$ cat src/hdl/io_port_params.svh
// mode, edge and control byte constants for the pin drive mode port
`ifndef IO_PORT_PARAMS_SVH
`define IO_PORT_PARAMS_SVH
`define DM_HIZ_ANALOG 3'h0
`define DM_HIZ_DIGITAL 3'h1
`define DM_RES_UP 3'h2
`define DM_RES_DOWN 3'h3
`define DM_OD_LOW 3'h4
`define DM_OD_HIGH 3'h5
`define DM_STRONG 3'h6
`define DM_RES_BOTH 3'h7
`define EDGE_NONE 2'h0
`define EDGE_RISE 2'h1
`define EDGE_FALL 2'h2
`define EDGE_BOTH 2'h3
// per-pin control byte layout
`define PB_DM_LO 0
`define PB_OUT 3
`define PB_BYP 4
`define PB_EDGE_LO 5
`define PB_INEN 7
`endif

$ cat src/hdl/io_port_pkg.sv
// types for the pin drive mode port
package io_port_pkg;
   typedef logic [2:0] drive_mode_t;
   typedef logic [1:0] edge_sel_t;
   typedef enum logic [2:0] {
      ST_RESET = 3'h1,
      ST_RUN = 3'h2,
      ST_HOLD = 3'h4
   } port_state_e;
endpackage

$ cat src/hdl/io_pin_drive_mode_port.sv
// port of 2 to 8 pins (8 by default): drive modes, readback, edge interrupts, reset state
`include "io_port_params.svh"
module io_pin_drive_mode_port #(
   parameter int PINS = 8
) (
   // clock and reset
   input wire logic clk,
   input wire logic nrst,
   // per-port writes
   input wire logic port_wr,
   input wire logic [3*PINS-1:0] port_mode_wdata,
   input wire logic [PINS-1:0] output_value_write,
   input wire logic [PINS-1:0] port_bypass_wdata,
   input wire logic [2*PINS-1:0] port_edge_wdata,
   // per-pin write
   input wire logic pin_wr,
   input wire logic [$clog2(PINS)-1:0] pin_sel,
   input wire logic [7:0] pin_ctrl_wdata,
   // programmable reset state
   input wire logic rst_state_wr,
   input wire logic [3*PINS-1:0] rst_mode_wdata,
   input wire logic [PINS-1:0] rst_value_wdata,
   // status clear, write one to clear
   input wire logic [PINS-1:0] status_clr,
   // routed signals and pad
   input wire logic [PINS-1:0] routed_out,
   input wire logic [PINS-1:0] regulated_mode,
   input wire logic [PINS-1:0] pad_in,
   // pad controls
   output logic [PINS-1:0] pad_strong_hi,
   output logic [PINS-1:0] pad_strong_lo,
   output logic [PINS-1:0] pad_res_up,
   output logic [PINS-1:0] pad_res_dn,
   // readback and interrupt
   output logic [3*PINS-1:0] pin_drive_mode_select,
   output logic [PINS-1:0] port_output_value,
   output logic [PINS-1:0] pin_state_readback,
   output logic [PINS-1:0] routed_in,
   output logic [PINS-1:0] irq_status,
   output logic port_irq
);
   initial begin
      if (PINS < 2 || PINS > 8) $error("PINS must lie in 2..8");
   end

   typedef struct packed {
      io_port_pkg::port_state_e st;
      logic [3*PINS-1:0] mode;
      logic [PINS-1:0] outv;
      logic [PINS-1:0] byp;
      logic [2*PINS-1:0] edg;
      logic [3*PINS-1:0] rmode;
      logic [PINS-1:0] rval;
      logic [PINS-1:0] sync1;
      logic [PINS-1:0] sync2;
      logic [PINS-1:0] prev;
      logic [PINS-1:0] inen;
      logic [PINS-1:0] ps;
      logic [PINS-1:0] stat;
      logic irq;
      logic [PINS-1:0] shi;
      logic [PINS-1:0] slo;
      logic [PINS-1:0] rup;
      logic [PINS-1:0] rdn;
   } port_s;

   port_s s_reg;
   port_s s_next;
   logic [PINS-1:0] hit;
   logic [PINS-1:0] data;
   logic [PINS-1:0] w_shi;
   logic [PINS-1:0] w_slo;
   logic [PINS-1:0] w_rup;
   logic [PINS-1:0] w_rdn;
   logic [PINS-1:0] w_inen;

   // one bit per pin whose mode field equals the given code
   function automatic logic [PINS-1:0] mode_is(input logic [3*PINS-1:0] mv,
      input logic [2:0] code);
      logic [PINS-1:0] r;
      r = '0;
      for (int i = 0; i < PINS; i++) begin
         r[i] = (mv[3*i +: 3] == code);
      end
      return r;
   endfunction

   ////////////////////////////////////////////////////////////////////////
   // driven value and per-pin decode
   assign data = (s_reg.byp & routed_out) | (~s_reg.byp & s_reg.outv);

   for (genvar g = 0; g < PINS; g++) begin : g_pin
      pin_drive u_drv (
         .drive_mode_bits(s_reg.mode[3*g +: 3]),
         .data(data[g]),
         .regulated(regulated_mode[g]),
         .strong_hi(w_shi[g]),
         .strong_lo(w_slo[g]),
         .res_up(w_rup[g]),
         .res_dn(w_rdn[g]),
         .in_buf_en(w_inen[g])
      );
   end

   edge_detect #(.WIDTH(PINS)) u_edge (
      .cur(s_reg.sync2),
      .prev(s_reg.prev),
      .edge_sel(s_reg.edg),
      .hit(hit)
   );

   ////////////////////////////////////////////////////////////////////////
   // next state
   always_comb begin
      s_next = s_reg;
      s_next.st = io_port_pkg::ST_RUN;
      if (port_wr) begin
         s_next.mode = port_mode_wdata;
         s_next.outv = output_value_write;
         s_next.byp = port_bypass_wdata;
         s_next.edg = port_edge_wdata;
      end
      if (pin_wr) begin
         // one write sets mode, value, bypass and edge of a single pin
         s_next.mode[3*pin_sel +: 3] = pin_ctrl_wdata[`PB_DM_LO +: 3];
         s_next.outv[pin_sel] = pin_ctrl_wdata[`PB_OUT];
         s_next.byp[pin_sel] = pin_ctrl_wdata[`PB_BYP];
         s_next.edg[2*pin_sel +: 2] = pin_ctrl_wdata[`PB_EDGE_LO +: 2];
      end
      if (rst_state_wr) begin
         s_next.rmode = rst_mode_wdata;
         s_next.rval = rst_value_wdata;
      end
      // first stage read only by second stage
      s_next.sync1 = pad_in;
      s_next.sync2 = s_reg.sync1;
      s_next.prev = s_reg.sync2;
      s_next.inen = w_inen;
      // disabled input buffer reads zero and cannot fire
      s_next.ps = s_reg.sync2 & s_reg.inen;
      // set wins over clear
      s_next.stat = (s_reg.stat & ~status_clr) | (hit & s_reg.inen);
      s_next.irq = |s_next.stat;
      s_next.shi = w_shi;
      s_next.slo = w_slo;
      s_next.rup = w_rup;
      s_next.rdn = w_rdn;
      if (s_reg.st == io_port_pkg::ST_RESET) begin
         // after reset, load the programmed port state
         s_next.mode = s_reg.rmode;
         s_next.outv = s_reg.rval;
      end
   end

   always_ff @(posedge clk) begin
      if (!nrst) begin
         // reset keeps programmed reset state, pads go analog
         s_reg <= '0;
         s_reg.st <= io_port_pkg::ST_RESET;
         s_reg.rmode <= s_reg.rmode;
         s_reg.rval <= s_reg.rval;
      end else begin
         s_reg <= s_next;
      end
   end

   ////////////////////////////////////////////////////////////////////////
   // outputs
   assign pad_strong_hi = s_reg.shi;
   assign pad_strong_lo = s_reg.slo;
   assign pad_res_up = s_reg.rup;
   assign pad_res_dn = s_reg.rdn;
   assign pin_drive_mode_select = s_reg.mode;
   assign port_output_value = s_reg.outv;
   assign pin_state_readback = s_reg.ps;
   assign routed_in = s_reg.ps;
   assign irq_status = s_reg.stat;
   assign port_irq = s_reg.irq;
endmodule

$ cat src/hdl/pin_drive.sv
// combinational drive decode of one pin from its mode and data
`include "io_port_params.svh"
module pin_drive (
   // mode and data
   input wire logic [2:0] drive_mode_bits,
   input wire logic data,
   input wire logic regulated,
   // pad controls
   output logic strong_hi,
   output logic strong_lo,
   output logic res_up,
   output logic res_dn,
   output logic in_buf_en
);
   logic [2:0] m;
   always_comb begin
      // regulated special pins in a resistive mode fall back to high impedance digital
      m = drive_mode_bits;
      if (regulated && (m == `DM_RES_UP || m == `DM_RES_DOWN || m == `DM_RES_BOTH)) begin
         m = `DM_HIZ_DIGITAL;
      end
      strong_hi = 1'b0;
      strong_lo = 1'b0;
      res_up = 1'b0;
      res_dn = 1'b0;
      in_buf_en = (m != `DM_HIZ_ANALOG);
      case (m)
         `DM_RES_UP: begin
            res_up = data;
            strong_lo = !data;
         end
         `DM_RES_DOWN: begin
            strong_hi = data;
            res_dn = !data;
         end
         `DM_OD_LOW: strong_lo = !data;
         `DM_OD_HIGH: strong_hi = data;
         `DM_STRONG: begin
            strong_hi = data;
            strong_lo = !data;
         end
         `DM_RES_BOTH: begin
            res_up = data;
            res_dn = !data;
         end
         default: ;
      endcase
   end
endmodule

$ cat src/hdl/edge_detect.sv
// per-pin edge selection on already synchronised samples
`include "io_port_params.svh"
module edge_detect #(
   parameter int WIDTH = 8
) (
   // samples
   input wire logic [WIDTH-1:0] cur,
   input wire logic [WIDTH-1:0] prev,
   input wire logic [2*WIDTH-1:0] edge_sel,
   // events
   output logic [WIDTH-1:0] hit
);
   always_comb begin
      for (int i = 0; i < WIDTH; i++) begin
         // only transitions count: a steady level never fires
         hit[i] = 1'b0;
         case (edge_sel[2*i +: 2])
            `EDGE_RISE: hit[i] = cur[i] & !prev[i];
            `EDGE_FALL: hit[i] = !cur[i] & prev[i];
            `EDGE_BOTH: hit[i] = cur[i] ^ prev[i];
            default: hit[i] = 1'b0;
         endcase
      end
   end
endmodule

$ cat config.mk
export PLATFORM = sky130hd
export DESIGN_NAME = io_pin_drive_mode_port
export DESIGN_NICKNAME = d
export VERILOG_FILES = /design/src/hdl/io_port_pkg.sv /design/src/hdl/io_pin_drive_mode_port.sv /design/src/hdl/pin_drive.sv /design/src/hdl/edge_detect.sv
export VERILOG_INCLUDE_DIRS = /design/src /design/src/hdl
export SDC_FILE = /design/constraint.sdc
export NUM_CORES = 1
export LEC_CHECK = 0
export BUFFER_PORTS_ARGS = -buffer_cell sky130_fd_sc_hd__clkbuf_2
export CAP_MARGIN = 40
export CORE_ASPECT_RATIO = 1.1
export CORE_UTILIZATION = 40
export CTS_CLUSTER_DIAMETER = 50
export DETAILED_ROUTE_END_ITERATION = 10
export HOLD_SLACK_MARGIN = 0.05
export PLACE_DENSITY_LB_ADDON = 0.3
export SLEW_MARGIN = 10
export SYNTH_ARGS = -nofsm -noshare
export SYNTH_HDL_FRONTEND = slang
export SYNTH_SLANG_ARGS = --single-unit
$ cat constraint.sdc
create_clock -name clk -period 2.2 [get_ports clk]
set_input_delay 0 -clock clk [delete_from_list [all_inputs] [get_ports clk]]
set_output_delay 0 -clock clk [all_outputs]
set_load 0.01 [all_outputs]
==> flow_metrics.env <==
export IMPL_outcome="completed"
export IMPL_antennaDiodeCount=0
export IMPL_clk_path_buf_depth=2
export IMPL_track_usage=0.216
export IMPL_start_util=0.414
export IMPL_finalMaxSlewViolations=0
export IMPL_vdd_ir_drop_max_mv=0.553
export IMPL_yosysTopAreaCell="dfxtp_1"
export IMPL_grt_ovfl_total=0
export IMPL_clock_sinks=171
export IMPL_gp_congestion=0.835
export IMPL_hpwl_mm=14.8
export IMPL_setup_viol=0
export IMPL_die_h_um=150
export IMPL_setup_tns_final_ps=0
export IMPL_antenna_found_initial=0
export IMPL_vias_per_cell=4.90
export IMPL_first_global_vias=6508
export IMPL_area_growth_pct=33.0
export IMPL_ios=225
export IMPL_core_area_um2=19400
export IMPL_multiInputGateArea_um2=3250
export IMPL_setup_ws_ps=389
export IMPL_worst_r2r_setup_slack_ps=660
export IMPL_power_per_cell_area_nw_per_um2=684
export IMPL_layoutNonFillerInstCount=1375
export IMPL_critPathMaxFanout=7
export IMPL_die_w_um=137
export IMPL_wl_per_cell_um=15.8
export IMPL_via_count=6734
export IMPL_synth_area_um2=8010
export IMPL_syn_inst=851
export IMPL_fillers=1734
export IMPL_fmax_mhz=552
export IMPL_cts_root_buf="clkbuf_16"
export IMPL_drt_iter0_drc=294
export IMPL_route_detailed_drc=0
export IMPL_endpoint_kind="flip-flop"
export IMPL_ys_seq_elements=171
export IMPL_largest_register_ffs=74
export IMPL_hold_slack_ps=94.0
export IMPL_grt_pass1_wl_mm=33.5
export IMPL_arrival_ps=2120
export IMPL_path_buf_inv=4
export IMPL_dp_cells=1208
export IMPL_skew_ps=8.40
export IMPL_cp_slowest_cell="dlygate4sd3_1"
export IMPL_yosysWarnings=0
export IMPL_die_area_um2=20600
export IMPL_seq_area_um2=3740
export IMPL_criticalPathCategory="in -> reg"
export IMPL_cts_inserted_buffers=17
export IMPL_utilization=0.550
export IMPL_yosys_cell_types_count=42
export IMPL_seq_area_frac_synth=0.467
export IMPL_drtAntennaViolNets=0
export IMPL_dp_slack_ps=201
export IMPL_nNetsFinal=1272
export IMPL_worstPathCellList="clkbuf_2 > inv_1 > ha_2 > ha_4 > and2b_1 > nor4b_1 > buf_4 > nor2_1 > a21oi_1 > dlygate4sd3_1 > nor2_1"
export IMPL_hp_class="in -> reg"
export IMPL_cts_resized=0
export IMPL_hold_viol=0
export IMPL_dr_pass1_iters=4
export IMPL_netlist_area_leader_share=0.347
export IMPL_num_rows=53
export IMPL_ctsHtreeMaxLevel=4
export IMPL_period_minus_slack_ps=1810
export IMPL_worst_pin_slew_ps=619
export IMPL_critPathLaunchType="input pin"
export IMPL_grt_max_degree=63
export IMPL_fin_crit_sh=0.823
export IMPL_slowest_delay_ps=560
export IMPL_syn_avg_cell_area_um2=9.41
export IMPL_synth_nets=1008
export IMPL_path_clk_slew_ps=60
export IMPL_worst_skew_pair_late_latency_ps=420
export IMPL_leakage_nw=4.77
export IMPL_drive_above_1_share=0.266
export IMPL_crit_family="buffers and inverters"
export IMPL_rsz0062_at_grt="false"
export IMPL_cp_data_required_time_ps=2510
export IMPL_synth_area_leaders="dfxtp_1, edfxtp_1, buf_4, mux2i_1, nor2_1"
export IMPL_cts_tree="done"
export IMPL_crit_top_cell="nor2_1"
export IMPL_port_buffer_count=223
export IMPL_relSlewSlack=0.587
export IMPL_max_cap_viol_count=0
export IMPL_finalWirelength_mm=21.7
==> cells in the mapped netlist (all sizes together) <==
cell          number
nor3              20
and3              12
dlymetal6s2s       1
a21oi             45
xor2               8
o2111ai            1
nand2             75
xnor2              7
or3                4
inv               39
mux2i             60
nand3b             1
nor4b              1
nor2              93
nand4b             8
nand2b             3
nand3              8
dfxtp            139
and2              17
a211oi            25
or4b               1
o211ai            25
nor4               3
mux2              13
a31oi             14
buf              106
ha                21
clkbuf            27
nor2b             12
or2                7
nand4              9
o21a               1
and2b              1
o21ai             11
edfxtp            32
o21bai             1
==> where the power goes <==
group / leakage, nW / switching [mW] / internal [mW] / total, mW
Clock: 0.236 / 1.24 / 1.45 / 2.69
Sequential: 1.44 / 0.151 / 3.37 / 3.52
Combinational: 3.09 / 0.513 / 0.573 / 1.09
Total: 4.77 / 1.91 / 5.39 / 7.29
==> worst paths after layout <==
| check | start | to | depth (start not counted) |
|---|---|---|---|
| max | pin_sel[0] | s_reg[128] | 11 |
| min | output_value_write[2] | port_output_value[2] | 5 |
| max reg2reg | pin_drive_mode_select[19] | pad_res_up[6] | 4 |
| min reg2reg | s_next[72] | s_next[64] | 1 |
==> worst min-delay path, cell delays in order <==
cell and delay [ps]:
clkbuf_2 110, mux2i_1 70, nand2_1 60, o211ai_1 90
a21oi_1 140
==> per-layer routing <==
layer	global-route usage	vias up	share of wire
met3	0.0508	29	0.051
met4	0.0665	0	0.019
li1	-	3352	-
met5	0	-	0
met1	0.266	3151	0.44
met2	0.372	202	0.49
==> cell type report <==
| cell class | instances | area share |
|---|---|---|
| clock buffer | 19 | 0.0406 |
| clock inverter | 13 | 0.00904 |
| inverter | 39 | 0.0137 |
| multi-input combinational | 507 | 0.305 |
| sequential | 171 | 0.351 |
| tap | 247 | 0.0290 |
| timing repair buffer | 379 | 0.251 |
==> timing repair <==
action / 4_1_cts / 5_1_grt
hold endpoints to repair: 130 / 0
buffers inserted: 0 / 0
hold buffers: 135 / 0
==> cells by family (layout without fill, tap and decap cells) <==
logic type / Yosys count / after routing / share of synthesized area
compound gates: 123 / 123 / 0.0972
xor+xnor: 15 / 15 / 0.0164
fa+ha+maj: 21 / 21 / 0.0328
buf+inv: 173 / 450 / 0.130
flops: 171 / 171 / 0.467
mux: 73 / 73 / 0.0942
simple gates: 275 / 275 / 0.162
==> metrics by stage <==
step	instance area, µm²	power [mW]
after floorplan	8030	4.17
after detailed placement	8780	4.46
after global placement	8780	4.45
after CTS	10700	7.35
after global routing	10700	7.63
final	10700	7.29
==> cells in the final DEF, fill, tap and decap left out, types with 3 or more instances in the layout <==
| cell type | count |
|---|---|
| clkbuf_16 | 17 |
| a21oi_1 | 45 |
| nand2b_1 | 3 |
| mux2i_1 | 60 |
| nor3_1 | 20 |
| edfxtp_1 | 32 |
| nand4b_1 | 8 |
| and3_1 | 12 |
| o21ai_0 | 11 |
| dlygate4sd3_1 | 135 |
| buf_12 | 4 |
| mux2_2 | 11 |
| xor2_1 | 8 |
| inv_6 | 3 |
| nor2_1 | 92 |
| nor2b_1 | 11 |
| or3_1 | 3 |
| nand3_1 | 8 |
| a31oi_1 | 14 |
| clkinvlp_4 | 7 |
| and2_1 | 17 |
| inv_1 | 38 |
| clkbuf_2 | 222 |
| nand4_1 | 9 |
| nor4_1 | 3 |
| a211oi_1 | 25 |
| xnor2_1 | 7 |
| dfxtp_1 | 139 |
| or2_2 | 7 |
| nand2_1 | 75 |
| o211ai_1 | 25 |
| ha_1 | 19 |
| buf_4 | 18 |
Power figures use the tool's default switching activity.
